`src/drm_pkg.sv`:
```
package drm_pkg;
    // panel geometry
    localparam int unsigned NUM_COLS       = 240;
    localparam int unsigned NUM_ROWS       = 160;
    localparam int unsigned BYTES_PER_ROW  = 30;
    localparam int unsigned FULL_BYTES     = 4800;
    localparam int unsigned PIX_PER_BYTE   = 8;
    localparam int unsigned FRAME_STRETCH  = 5;
    localparam logic [7:0]  LAST_COL       = 8'hEF;
    localparam logic [7:0]  LAST_ROW       = 8'h9F;
    localparam logic [7:0]  LAST_BYTE_COL  = 8'h1D;
    localparam logic [12:0] LAST_FULL_BYTE = 13'h12BF;
    // serial commands
    localparam logic [7:0]  CMD_FULL_UPDATE = 8'h18;
    localparam logic [7:0]  CMD_PART_UPDATE = 8'h19;
    localparam logic [7:0]  CMD_SLEEP       = 8'h20;
    localparam logic [7:0]  CMD_SOFT_RESET  = 8'h24;
    localparam logic [7:0]  CMD_PP_CLEAR    = 8'h2A;
    // timing
    localparam int unsigned CLK_HZ          = 50000000;
    localparam int unsigned RST_PULSE_NS    = 2000;
    localparam int unsigned RST_PULSE_CYC   = (RST_PULSE_NS * 50 + 999) / 1000;
    localparam int unsigned RESET_SEQ_MS    = 1000;
    localparam int unsigned RESET_SEQ_CYC   = RESET_SEQ_MS * (CLK_HZ / 1000);
    localparam int unsigned FIFO_DEPTH      = 8;
    localparam int unsigned BYTE_W          = 8;
    typedef enum logic [2:0] {
        DRM_RESETTING, DRM_SLEEP, DRM_IDLE, DRM_RECV, DRM_UPDATE, DRM_ERASE
    } drm_state_t;
endpackage : drm_pkg

```
`src/drm_fifo.sv`:
```
`timescale 1ns/1ps
module drm_fifo #(
    parameter int unsigned WIDTH = 8,
    parameter int unsigned DEPTH = 8
) (
    // clock and reset
    input  wire logic             ref_clk_in,
    input  wire logic             arst_n_in,
    // write side
    input  wire logic [WIDTH-1:0] wr_data_in,
    input  wire logic             wr_valid_in,
    output logic                  wr_ready_out,
    // read side
    output logic      [WIDTH-1:0] rd_data_out,
    output logic                  rd_valid_out,
    input  wire logic             rd_ready_in,
    // flush
    input  wire logic             flush_in
);
    localparam int unsigned AW = $clog2(DEPTH);
    logic [WIDTH-1:0] mem [DEPTH];
    logic [AW-1:0]    wr_ptr;
    logic [AW-1:0]    rd_ptr;
    logic [AW:0]      count;
    wire              do_wr = wr_valid_in && (count != DEPTH[AW:0]);
    wire              do_rd = rd_valid_out && rd_ready_in;

    assign wr_ready_out = (count != DEPTH[AW:0]);
    assign rd_valid_out = (count != '0);
    assign rd_data_out  = mem[rd_ptr];

    always_ff @(posedge ref_clk_in or negedge arst_n_in) begin
        if (!arst_n_in) begin
            wr_ptr <= '0;
            rd_ptr <= '0;
            count  <= '0;
        end else if (flush_in) begin
            wr_ptr <= '0;
            rd_ptr <= '0;
            count  <= '0;
        end else begin
            if (do_wr) wr_ptr <= AW'(wr_ptr + 1'b1);
            if (do_rd) rd_ptr <= AW'(rd_ptr + 1'b1);
            count <= (AW+1)'(count + do_wr - do_rd);
        end
    end

    always_ff @(posedge ref_clk_in) begin
        if (do_wr) mem[wr_ptr] <= wr_data_in;
    end
endmodule : drm_fifo

```
`src/drm_top.sv`:
```
`timescale 1ns/1ps
module drm_top
    import drm_pkg::*;
#(
    parameter int unsigned RESET_SEQ_CYCLES = RESET_SEQ_CYC
) (
    // clock and reset
    input  wire logic       ref_clk_in,
    input  wire logic       arst_n_in,
    // host pins
    input  wire logic       reset_pin_n_in,
    input  wire logic       cs_n_in,
    input  wire logic       sck_in,
    input  wire logic       si_in,
    output logic            busy_out,
    // panel pixel stream
    output logic [7:0]      pix_col_out,
    output logic [7:0]      pix_row_out,
    output logic            pix_bright_out,
    output logic [2:0]      pix_width_out,
    output logic [2:0]      pix_height_out,
    output logic            pix_valid_out,
    output logic            interpixel_dark_out,
    output logic            sleeping_out
);
    // =========================================================
    // pin synchronisers
    // =========================================================
    logic [1:0] rst_sync;
    logic [1:0] cs_sync;
    logic [1:0] sck_sync;
    logic [1:0] si_sync;
    logic       sck_prev;
    logic       cs_prev;

    always_ff @(posedge ref_clk_in or negedge arst_n_in) begin
        if (!arst_n_in) begin
            rst_sync <= 2'h3;
            cs_sync  <= 2'h3;
            sck_sync <= 2'h0;
            si_sync  <= 2'h0;
            sck_prev <= 1'b0;
            cs_prev  <= 1'b1;
        end else begin
            rst_sync <= {rst_sync[0], reset_pin_n_in};
            cs_sync  <= {cs_sync[0], cs_n_in};
            sck_sync <= {sck_sync[0], sck_in};
            si_sync  <= {si_sync[0], si_in};
            sck_prev <= sck_sync[1];
            cs_prev  <= cs_sync[1];
        end
    end

    wire rst_lvl  = rst_sync[1];
    wire cs_lvl   = cs_sync[1];
    wire sck_fall = sck_prev && !sck_sync[1];
    wire cs_rise  = !cs_prev && cs_lvl;

    // =========================================================
    // reset pulse qualification
    // =========================================================
    logic [7:0] rst_low_cnt;
    logic       rst_prev;
    wire        rst_pulse_ok = (rst_low_cnt >= 8'(RST_PULSE_CYC));
    wire        hw_reset_trig = rst_lvl && !rst_prev && rst_pulse_ok;

    always_ff @(posedge ref_clk_in or negedge arst_n_in) begin
        if (!arst_n_in) begin
            rst_low_cnt <= 8'h00;
            rst_prev    <= 1'b1;
        end else begin
            rst_prev <= rst_lvl;
            if (rst_lvl)
                rst_low_cnt <= 8'h00;
            else if (!rst_pulse_ok)
                rst_low_cnt <= 8'(rst_low_cnt + 1'b1);
        end
    end

    // =========================================================
    // serial byte receiver, msb first, latched on sck fall
    // =========================================================
    logic [7:0] shift;
    logic [2:0] bit_cnt;
    logic       byte_stb;
    logic [7:0] byte_val;
    wire  [7:0] next_shift = {shift[6:0], si_sync[1]};

    always_ff @(posedge ref_clk_in or negedge arst_n_in) begin
        if (!arst_n_in) begin
            shift    <= 8'h00;
            bit_cnt  <= 3'h0;
            byte_stb <= 1'b0;
            byte_val <= 8'h00;
        end else begin
            byte_stb <= 1'b0;
            if (cs_lvl) begin
                bit_cnt <= 3'h0;
            end else if (sck_fall) begin
                shift   <= next_shift;
                bit_cnt <= 3'(bit_cnt + 1'b1);
                if (bit_cnt == 3'h7) begin
                    byte_stb <= 1'b1;
                    byte_val <= next_shift;
                end
            end
        end
    end

    // =========================================================
    // command decode
    // =========================================================
    drm_state_t state;
    drm_state_t next_state;
    logic       first_byte;
    logic [7:0] cmd;
    logic [2:0] arg_cnt;
    logic [7:0] part_first_row;
    logic [25:0] seq_cnt;

    wire is_cmd_byte = byte_stb && first_byte;
    wire sw_reset_trig = is_cmd_byte && (byte_val == CMD_SOFT_RESET);
    wire reset_trig    = hw_reset_trig || sw_reset_trig;
    wire seq_done      = (seq_cnt == 26'(RESET_SEQ_CYCLES - 1));
    wire is_upd_cmd    = (cmd == CMD_FULL_UPDATE) || (cmd == CMD_PART_UPDATE);
    // both update commands carry two argument bytes ahead of the image data
    wire arg_last      = byte_stb && !first_byte && (state == DRM_RECV) && (arg_cnt == 3'h1);
    wire fifo_wr_en    = byte_stb && !first_byte && (state == DRM_RECV)
                         && is_upd_cmd && (arg_cnt == 3'h2);

    // =========================================================
    // image byte buffer
    // =========================================================
    logic [7:0] fifo_data;
    logic       fifo_valid;
    logic       fifo_rd;
    logic       fifo_wr_ready;

    drm_fifo #(
        .WIDTH (BYTE_W),
        .DEPTH (FIFO_DEPTH)
    ) u_fifo (
        .ref_clk_in   (ref_clk_in),
        .arst_n_in    (arst_n_in),
        .wr_data_in   (byte_val),
        .wr_valid_in  (fifo_wr_en),
        .wr_ready_out (fifo_wr_ready),
        .rd_data_out  (fifo_data),
        .rd_valid_out (fifo_valid),
        .rd_ready_in  (fifo_rd),
        .flush_in     (reset_trig)
    );

    // =========================================================
    // pixel walker
    // =========================================================
    logic [7:0]  cur_col;
    logic [7:0]  cur_row;
    logic [12:0] bytes_left;
    logic [7:0]  pix_byte;
    logic [2:0]  pix_idx;
    logic        have_byte;
    logic        update_on;
    logic        overrun;

    // row count arrives in the last argument byte; nine bits so a large count cannot wrap
    wire [8:0] row_end      = 9'(part_first_row) + 9'(byte_val) - 9'h001;
    // the walker drains the buffer while bytes still arrive, since the host cannot be paused
    wire       walking      = (state == DRM_UPDATE) || ((state == DRM_RECV) && update_on);
    wire       need_byte    = walking && !have_byte && (bytes_left != 13'h0000);
    wire       cur_bit      = pix_byte[3'(PIX_PER_BYTE - 1) - pix_idx];
    wire       last_in_byte = (pix_idx == 3'(PIX_PER_BYTE - 1));
    wire       at_row_end   = (cur_col == LAST_COL);
    wire       edge_col     = (cur_col == 8'h00) || (cur_col == LAST_COL);
    wire       edge_row     = (cur_row == 8'h00) || (cur_row == LAST_ROW);

    assign fifo_rd = need_byte;

    function automatic logic [2:0] stretch(input logic on_edge);
        stretch = on_edge ? 3'(FRAME_STRETCH) : 3'h1;
    endfunction : stretch

    always_ff @(posedge ref_clk_in or negedge arst_n_in) begin
        if (!arst_n_in) begin
            have_byte <= 1'b0;
            pix_byte  <= 8'h00;
            pix_idx   <= 3'h0;
        end else if (need_byte && fifo_valid) begin
            have_byte <= 1'b1;
            pix_byte  <= fifo_data;
            pix_idx   <= 3'h0;
        end else if (have_byte) begin
            pix_idx <= 3'(pix_idx + 1'b1);
            if (last_in_byte)
                have_byte <= 1'b0;
        end
    end

    always_ff @(posedge ref_clk_in or negedge arst_n_in) begin
        if (!arst_n_in) begin
            pix_col_out    <= 8'h00;
            pix_row_out    <= 8'h00;
            pix_bright_out <= 1'b0;
            pix_width_out  <= 3'h1;
            pix_height_out <= 3'h1;
            pix_valid_out  <= 1'b0;
        end else begin
            pix_valid_out <= have_byte && walking;
            if (have_byte && walking) begin
                pix_col_out    <= cur_col;
                pix_row_out    <= cur_row;
                pix_bright_out <= cur_bit;
                pix_width_out  <= stretch(edge_col);
                pix_height_out <= stretch(edge_row);
            end
        end
    end

    // raster order counters; rows restart at column zero
    always_ff @(posedge ref_clk_in or negedge arst_n_in) begin
        if (!arst_n_in) begin
            cur_col    <= 8'h00;
            cur_row    <= 8'h00;
            bytes_left <= 13'h0000;
            update_on  <= 1'b0;
        end else if (arg_last) begin
            cur_col <= 8'h00;
            if (cmd == CMD_FULL_UPDATE) begin
                cur_row    <= 8'h00;
                bytes_left <= LAST_FULL_BYTE + 13'h0001;
                update_on  <= 1'b1;
            end else if (cmd == CMD_PART_UPDATE) begin
                cur_row    <= part_first_row;
                bytes_left <= 13'(byte_val * BYTES_PER_ROW);
                update_on  <= (byte_val != 8'h00) && (row_end <= {1'b0, LAST_ROW});
            end
        end else if (is_cmd_byte) begin
            update_on <= 1'b0;
        end else if (need_byte && fifo_valid) begin
            bytes_left <= 13'(bytes_left - 1'b1);
        end else if (have_byte) begin
            if (at_row_end) begin
                cur_col <= 8'h00;
                cur_row <= 8'(cur_row + 1'b1);
            end else begin
                cur_col <= 8'(cur_col + 1'b1);
            end
            if (last_in_byte && bytes_left == 13'h0000)
                update_on <= 1'b0;
        end
    end

    // =========================================================
    // command argument capture
    // =========================================================
    // fifo refuses data while full; bytes then are dropped and the update
    // is abandoned, since the host gives no flow control during a packet
    always_ff @(posedge ref_clk_in or negedge arst_n_in) begin
        if (!arst_n_in) begin
            first_byte     <= 1'b1;
            cmd            <= 8'h00;
            arg_cnt        <= 3'h0;
            part_first_row <= 8'h00;
            overrun        <= 1'b0;
        end else begin
            if (cs_lvl) begin
                first_byte <= 1'b1;
                arg_cnt    <= 3'h0;
            end else if (byte_stb) begin
                first_byte <= 1'b0;
                if (first_byte) begin
                    cmd     <= byte_val;
                    overrun <= 1'b0;
                end else if (arg_cnt != 3'h2) begin
                    arg_cnt <= 3'(arg_cnt + 1'b1);
                    if (cmd == CMD_PART_UPDATE && arg_cnt == 3'h0)
                        part_first_row <= byte_val;
                end
                if (fifo_wr_en && !fifo_wr_ready)
                    overrun <= 1'b1;
            end
        end
    end

    // =========================================================
    // main sequencer
    // =========================================================
    always_comb begin
        next_state = state;
        case (state)
            DRM_RESETTING: if (seq_done) next_state = DRM_SLEEP;
            DRM_SLEEP:     if (is_cmd_byte) next_state = DRM_RECV;
            DRM_IDLE:      if (is_cmd_byte) next_state = DRM_RECV;
            DRM_RECV: begin
                if (cs_rise) begin
                    if (cmd == CMD_PP_CLEAR)
                        next_state = DRM_ERASE;
                    else if ((cmd == CMD_FULL_UPDATE || cmd == CMD_PART_UPDATE)
                             && !overrun)
                        next_state = DRM_UPDATE;
                    else if (cmd == CMD_SLEEP)
                        next_state = DRM_SLEEP;
                    else
                        next_state = DRM_IDLE;
                end
            end
            DRM_UPDATE: if (!update_on && state == DRM_UPDATE && !have_byte)
                            next_state = DRM_IDLE;
            DRM_ERASE:     next_state = DRM_IDLE;
            default:       next_state = DRM_RESETTING;
        endcase
        if (reset_trig)
            next_state = DRM_RESETTING;
    end

    // power-on: async reset lands in the resetting state
    always_ff @(posedge ref_clk_in or negedge arst_n_in) begin
        if (!arst_n_in) begin
            state   <= DRM_RESETTING;
            seq_cnt <= 26'h0000000;
        end else begin
            state <= next_state;
            if (reset_trig || state != DRM_RESETTING)
                seq_cnt <= 26'h0000000;
            else if (!seq_done)
                seq_cnt <= 26'(seq_cnt + 1'b1);
        end
    end

    // =========================================================
    // status outputs
    // =========================================================
    wire next_busy = (next_state == DRM_RESETTING) || (next_state == DRM_UPDATE)
                     || (next_state == DRM_ERASE) || (next_state == DRM_RECV);

    always_ff @(posedge ref_clk_in or negedge arst_n_in) begin
        if (!arst_n_in) begin
            busy_out            <= 1'b1;
            interpixel_dark_out <= 1'b0;
            sleeping_out        <= 1'b0;
        end else begin
            busy_out     <= next_busy && !(next_state == DRM_RECV);
            sleeping_out <= (next_state == DRM_SLEEP);
            // only erase darkens the gaps; updates leave them alone
            interpixel_dark_out <= (next_state == DRM_ERASE);
        end
    end
endmodule : drm_top

```
`config.mk`:
```
export PLATFORM = sky130hd
export DESIGN_NAME = drm_top
export DESIGN_NICKNAME = d
export VERILOG_FILES = /design/src/drm_pkg.sv /design/src/drm_fifo.sv /design/src/drm_top.sv
export SDC_FILE = /design/constraint.sdc
export NUM_CORES = 1
export LEC_CHECK = 0
export BUFFER_PORTS_ARGS = -buffer_cell sky130_fd_sc_hd__buf_2
export CAP_MARGIN = 20
export CORE_ASPECT_RATIO = 1.5
export CORE_MARGIN = 3
export CORE_UTILIZATION = 57
export DETAILED_ROUTE_END_ITERATION = 7
export PLACE_DENSITY = 0.78
export SLEW_MARGIN = 0
export SYNTH_ARGS = -nofsm -noshare
export SYNTH_HDL_FRONTEND = slang
export SYNTH_HIERARCHICAL = 1
export SYNTH_SLANG_ARGS = --single-unit
```
`constraint.sdc`:
```
create_clock -name ref_clk_in -period 3.05 [get_ports ref_clk_in]
set_input_delay 0.61 -clock ref_clk_in [delete_from_list [all_inputs] [get_ports ref_clk_in]]
set_output_delay 0.61 -clock ref_clk_in [all_outputs]
set_load 0.01 [all_outputs]
```
==> results of run 1 <==
## cell type report
class | count | area, sq um | area share (%)
inverters | 72 | 280 | 2.13
clock buffers | 36 | 674 | 5.13
clock inverters | 6 | 62.6 | 0.476
multi-input cells | 705 | 5160 | 39.3
repair buffers | 88 | 626 | 4.76
flip-flops and latches | 227 | 6020 | 45.8
well taps | 260 | 325 | 2.47
## metrics by stage
step / setup TNS [ns] / hold WS [ns] / utilization [%] / total power, mW / cell area (sq um)
3_3_place_gp: 0 / 0.334 / 61.9 / 3.37 / 12300
2_1_floorplan: -0.0703 / 0.314 / - / 3.31 / 11600
5_1_grt: -0.299 / 0.0633 / 66.2 / 6.25 / 13100
4_1_cts: -0.00344 / 0.0457 / 65.7 / 6.11 / 13000
6_report: 0 / 0.0448 / 66.2 / 6.05 / 13100
3_5_place_dp: -0.161 / 0.336 / 61.9 / 3.37 / 12300
## state kept, by name, summed over array words and instances, names as in the netlist, 4 cells and up
register,flops
bytes_left,13
seq_cnt,26
pix_byte,8
part_first_row,8
pix_row_out,8
byte_val,8
cur_col,8
pix_col_out,8
shift,7
cmd,8
u_fifo/count,4
cur_row,8
u_fifo/mem,64
rst_low_cnt,8
## Yosys cell counts (4+ instances only)
cell type	count	area share, %
a31oi_1	12	0.65
nor4_1	6	0.32
mux2_2	27	2.6
edfxtp_1	64	17
fa_1	15	2.6
nand3b_1	5	0.32
o21ai_0	79	3.4
xor2_1	19	1.4
mux2i_1	5	0.43
a21oi_1	55	2.4
buf_4	4	0.26
xnor2_1	18	1.4
dfstp_2	8	1.8
and2_1	7	0.38
a21o_1	7	0.45
and3_1	8	0.43
nor2_1	90	2.9
a22o_1	4	0.30
nor4b_1	4	0.30
nor3b_1	6	0.39
ha_1	60	6.5
nand4_1	13	0.70
dfrtp_1	155	34
or3_1	12	0.65
nor2b_1	9	0.49
nand2_1	102	3.3
nand3_1	21	0.91
nor3_1	28	1.2
clkbuf_1	33	1.1
mux4_1	16	3.6
inv_1	71	2.3
nand2b_1	12	0.65
## path summary, 6_finish.rpt
path | to | from | depth (start not counted) | slack [ns]
setup / recovery | bytes_left[11] | byte_val[2] | 11 | 0.04
setup reg to reg | bytes_left[11] | byte_val[2] | 11 | 0.04
max in group asynchronous | bytes_left[12] | arst_n_in | 2 | 2.29
min in group ref_clk_in | rst_sync[0] | reset_pin_n_in | 1 | 0.20
hold / removal | seq_cnt[16] | arst_n_in | 1 | 0.04
hold reg to reg | sck_sync[1] | sck_sync[0] | 0 | 0.35
## worst max-delay path, cell delays in order (launching register included)
cell and delay, ns:
dfrtp_2 0.45, buf_6 0.14, fa_1 0.52, fa_1 0.56
inv_1 0.06, fa_2 0.34, nor2b_2 0.15, nor2_2 0.05
o21ai_1 0.18, a31oi_1 0.12, xor2_1 0.16, o31ai_1 0.19
## kinds of logic (layout without fill, tap and decap cells)
family / Yosys count / count (layout)
fa+ha+maj: 75 / 75
other cells: 2 / 4
compound gates: 193 / 193
xor+xnor: 37 / 37
mux: 50 / 50
buf+inv: 115 / 202
simple gates: 346 / 346
flops: 227 / 227
## power groups by stage
stage | clock network, mW | registers (mW) | logic [mW]
3_3_place_gp | 0 | 3.26 | 0.108
2_1_floorplan | 0 | 3.25 | 0.0586
3_5_place_dp | 0 | 3.26 | 0.110
6_report | 2.74 | 3.21 | 0.107
5_1_grt | 2.91 | 3.21 | 0.124
4_1_cts | 2.80 | 3.20 | 0.111
## routing by layer
layer  up-vias  wire, microns  track usage [%]
li1       3822              -                -
met1      3966           9310             26.7
met2       206          12900             41.5
met3        68           1220             3.36
met4         0           1100             10.0
met5         -              0                0
## cell usage in the layout, fill, tap and decap left out, types with 12 or more instances in the layout
cell type	n
fa_1	12
buf_2	27
dfrtp_1	151
nor3_1	26
nand2_1	102
xor2_1	19
mux2_2	27
o21ai_0	77
edfxtp_1	64
xnor2_1	18
nand3_1	20
or3_1	12
buf_4	57
a21oi_1	53
mux4_1	16
nor2_1	88
a31oi_1	12
inv_1	66
nand4_1	13
ha_1	56
nand2b_1	12
clkbuf_16	23
## repair_timing
| item | CTS | global route |
|---|---|---|
| cloned | 0 | 0 |
| pin swaps | 0 | 18 |
| gates resized for setup | 5 | 19 |
| setup buffers | 0 | 2 |
| setup endpoints to repair | 13 | 10 |
==> results.sh, run 1 <==
export IMPL_cts_tree="built"
export IMPL_routed_wl_mm=24.6
export IMPL_grt_first_pass_wirelength_mm=40.8
export IMPL_synth_edf_count=64
export IMPL_pwr_share_comb_pct=1.8
export IMPL_synth_fa_ha_area_share_pct=9.09
export IMPL_vias=8062
export IMPL_p_leak_nw=5.95
export IMPL_required_ns=3.46
export IMPL_clkTransAtPathRegs_ns=0.06
export IMPL_worstSetupPathType="reg2reg"
export IMPL_syn_to_final_growth_pct=13.7
export IMPL_p_int_mw=4.82
export IMPL_peakVddDrop_mv=0.483
export IMPL_place_congestion=0.876
export IMPL_final_cells=1394
export IMPL_grt_overflow=0
export IMPL_grt_pass1_vias=8387
export IMPL_relSlewSlack_pct=50.9
export IMPL_ys_async_sr_fraction_pct=71.8
export IMPL_ioPinCount=33
export IMPL_ant_nets=0
export IMPL_yosys_warnings=6
export IMPL_synthMuxAreaShare_pct=7.09
export IMPL_cts_sinks=227
export IMPL_drt_first_pass_iters=5
export IMPL_synth_top_family_by_area="simple AND/OR/NAND/NOR gates"
export IMPL_synthCells=1045
export IMPL_cp_end_kind="flip-flop"
export IMPL_yosysSeqAreaShare_pct=52.0
export IMPL_hold_violations=0
export IMPL_switching_share_pct=20.4
export IMPL_pwr_share_clk_pct=45.3
export IMPL_dp_cells=1350
export IMPL_fmaxAchievable_mhz=332
export IMPL_cts_max_path_buffers=3
export IMPL_grt_antenna_before_repair=0
export IMPL_synthXorXnorAreaFrac_pct=2.80
export IMPL_rsz0062_at_grt="true"
export IMPL_wl_per_cell_microns=17.6
export IMPL_status="completed"
export IMPL_drc=0
export IMPL_htreeDepth=1
export IMPL_routed_via_density=5.78
export IMPL_drtIter0Drc=577
export IMPL_synth_seq_cells=227
export IMPL_ys_flop_type="dfrtp_1"
export IMPL_ctsRootBufferMaster="clkbuf_16"
export IMPL_synth_distinct_cells=78
export IMPL_clock_latency_ns=0.51
export IMPL_min_path_type="in2async"
export IMPL_avgSynthCellArea_sq_um=11.1
export IMPL_cap_violations=0
export IMPL_start_kind="flip-flop"
export IMPL_slew_violations=0
export IMPL_drive_gt1_share_pct=17.4
export IMPL_cp_arrival_ns=3.42
export IMPL_tightest_slew_ns=0.734
export IMPL_insertedDiodeCount=0
export IMPL_fin_crit_sh_pct=98.8
export IMPL_synth_compound_area_share_pct=9.91
export IMPL_die_area_sq_um=22100
export IMPL_synthSimpleGateAreaFrac_pct=14.8
export IMPL_die_w_microns=122
export IMPL_skew_ns=0.0147
export IMPL_dp_slack_ns=-0.111
export IMPL_numCtsBuffers=23
export IMPL_p_sw_mw=1.23
export IMPL_die_h_microns=180
export IMPL_finalCriticalPeriod_ns=3.01
export IMPL_fp_row_count=63
export IMPL_power_density_nw_per_um2=460
export IMPL_coreArea_sq_um=19900
export IMPL_initial_core_util_pct=58.2
export IMPL_io_buffer_count=28
export IMPL_p_seq_share_pct=53.0
export IMPL_cts_hold_buf=0
export IMPL_syn_area_sq_um=11600
export IMPL_place_hpwl_mm=16.9
export IMPL_track_usage_pct=23.0
export IMPL_nets=1198
export IMPL_finalSetupViolCount=0
export IMPL_setup_slack_ns=0.0380
export IMPL_grt_max_degree=67
export IMPL_critical_path_max_fanout=4
export IMPL_nFillCells=1447
(Power assumes the default switching activity.)
==> run 2: changes to the inputs <==
--- a/config.mk
+++ b/config.mk
@@ -8,7 +8,6 @@
 export BUFFER_PORTS_ARGS = -buffer_cell sky130_fd_sc_hd__buf_2
 export CAP_MARGIN = 20
 export CORE_ASPECT_RATIO = 1.5
-export CORE_MARGIN = 3
 export CORE_UTILIZATION = 57
 export DETAILED_ROUTE_END_ITERATION = 7
 export PLACE_DENSITY = 0.78
==> run 2 against run 1 <==
Compared with the run above: clock skew increased by 0.011 ns; register-to-register slack about the same; sequential share of layout area decreased by 0.26 points; worst hold slack improved by 0.0010 ns; largest power group unchanged; clock power is 7.3% higher; maximum frequency increased by 0.38%.
==> results.sh, run 2 (synthesized netlist as in run 1, its figures left out) <==
export IMPL_status="completed"
export IMPL_p_sw_mw=1.29
export IMPL_whs_ns=0.0458
export IMPL_wl_per_cell_microns=17.9
export IMPL_drive_gt1_share_pct=17.5
export IMPL_coreArea_sq_um=19900
export IMPL_drtIter0Drc=580
export IMPL_use_met1_pct=28.9
export IMPL_start_kind="flip-flop"
export IMPL_initial_core_util_pct=58.2
export IMPL_vias=8145
export IMPL_p_int_mw=4.96
export IMPL_ant_nets=0
export IMPL_grt_first_pass_wirelength_mm=40.9
export IMPL_busiest_layer="met2"
export IMPL_rr_endpoint="bytes_left[8]"
export IMPL_pwr_share_clk_pct=47.1
export IMPL_cp_end_kind="flip-flop"
export IMPL_min_path_type="in2async"
export IMPL_final_common_cell="dfrtp_1"
export IMPL_cp_arrival_ns=3.40
export IMPL_hold_violations=0
export IMPL_critical_path_max_fanout=3
export IMPL_place_hpwl_mm=17.3
export IMPL_p_seq_share_pct=51.2
export IMPL_largest_reg_flops=64
export IMPL_drc=0
export IMPL_syn_to_final_growth_pct=14.3
export IMPL_cts_hold_buf=0
export IMPL_cts_max_path_buffers=3
export IMPL_clkTransAtPathRegs_ns=0.07
export IMPL_rsz0062_at_grt="true"
export IMPL_routed_via_density=5.82
export IMPL_required_ns=3.45
export IMPL_cts_sinks=227
export IMPL_ctsRootBufferMaster="clkbuf_16"
export IMPL_drt_first_pass_iters=4
export IMPL_fin_util_pct=66.5
export IMPL_insertedDiodeCount=0
export IMPL_switching_share_pct=20.7
export IMPL_grt_antenna_before_repair=0
export IMPL_slew_violations=0
export IMPL_gr_usage_met3_pct=2.84
export IMPL_grt_max_degree=58
export IMPL_ioPinCount=33
export IMPL_peakVddDrop_mv=0.583
export IMPL_grt_overflow=0
export IMPL_fmaxAchievable_mhz=333
export IMPL_top_register="u_fifo/mem"
export IMPL_cts_tree="built"
export IMPL_relSlewSlack_pct=50.6
export IMPL_layout_cells_most_common_list="dfrtp_1 (151), nand2_1 (102), nor2_1 (89)"
export IMPL_grt_use_met2_pct=44.7
export IMPL_numCtsBuffers=23
export IMPL_p_leak_nw=5.98
export IMPL_r2r_slack_ns=0.05
export IMPL_die_area_sq_um=20900
export IMPL_final_design_area_no_fill_sq_um=13200
export IMPL_fin_crit_sh_pct=98.4
export IMPL_power_density_nw_per_um2=473
export IMPL_fp_row_count=63
export IMPL_die_h_microns=176
export IMPL_place_area_sq_um=12300
export IMPL_r2r_start="byte_val[2]"
export IMPL_place_congestion=0.870
export IMPL_cap_violations=0
export IMPL_die_w_microns=118
export IMPL_tightest_slew_ns=0.739
export IMPL_finalCriticalPeriod_ns=3.00
export IMPL_finalSetupViolCount=0
export IMPL_worstSetupPathType="reg2reg"
export IMPL_htreeDepth=1
export IMPL_fin_setup_tns_ns=0
export IMPL_skew_ns=0.0257
export IMPL_clock_latency_ns=0.53
export IMPL_grt_pass1_vias=8153
export IMPL_io_buffer_count=28
export IMPL_pwr_share_comb_pct=1.7
export IMPL_track_usage_pct=24.6
export IMPL_routed_wl_mm=25.0
export IMPL_largestRegisters="u_fifo/mem x64, seq_cnt x26, bytes_left x13"
export IMPL_reg2regPathDepth=10
export IMPL_nets=1204
-- run 2: changes by cell type in the layout (fill, tap and decap cells not counted), moves of 2 or more --
cell,change
clkbuf_8,-5
clkinv_1,+2
bufinv_16,+3
buf_4,+7
clkinv_2,-2
a21oi_2,+2
-- run 2: worst max-delay path by stage --
stage	start	end	slack (ns)
floorplan	byte_val[4]	bytes_left[12]	-0.07
global placement	byte_val[3]	bytes_left[12]	0.002
detailed placement	byte_val[2]	bytes_left[12]	-0.15
CTS	byte_val[3]	bytes_left[12]	0.0009
global route	byte_val[2]	bytes_left[8]	-0.07
finish	byte_val[2]	bytes_left[8]	0.05
-- run 2: per-layer routing --
metal	wire length [microns]	vias to the layer above
li1	-	3834
met1	9990	4073
met2	13000	174
met3	868	64
met4	1180	0
met5	0	-
-- run 2: metrics by stage --
step	instances	setup WS, ns	power (mW)
2_1_floorplan	1047	-0.0703	3.31
3_3_place_gp	1351	0.00174	3.37
3_5_place_dp	1351	-0.154	3.37
4_1_cts	1396	0.000932	6.31
5_1_grt	1400	-0.0702	6.45
6_report	1400	0.0493	6.26
-- run 2: critical path, stage by stage (launching register included) --
cell	delay, ns
dfrtp_2	0.44
fa_1	0.56
fa_1	0.45
buf_4	0.15
ha_1	0.29
nand3_1	0.17
nand2_1	0.13
a31oi_1	0.21
xor2_1	0.17
o22ai_1	0.10
a22o_1	0.20
-- run 2: area by class of cell --
cell class              instances  area, sq um
multi-input cells             705         5150
fillers                      1442         6650
clock inverters                12          183
clock buffers                  30          602
well taps                     260          325
flip-flops and latches        227         6020
inverters                      72          280
repair buffers                 94          658
-- run 2: what timing repair did --
item | in CTS | in global routing
gates resized for setup | 5 | 16
endpoints found under the hold margin | 0 | 0
setup buffers | 3 | 4
setup endpoints to repair | 5 | 17
pin swaps | 4 | 13
gates cloned | 0 | 0
-- run 2: power by group through the flow --
stage                     clock, mW  sequential, mW  combinational [mW]
after global routing           3.12            3.21               0.124
after CTS                      2.99            3.20               0.112
after floorplan                   0            3.25              0.0586
after global placement            0            3.26               0.107
final                          2.94            3.20               0.108
after detailed placement          0            3.26               0.112
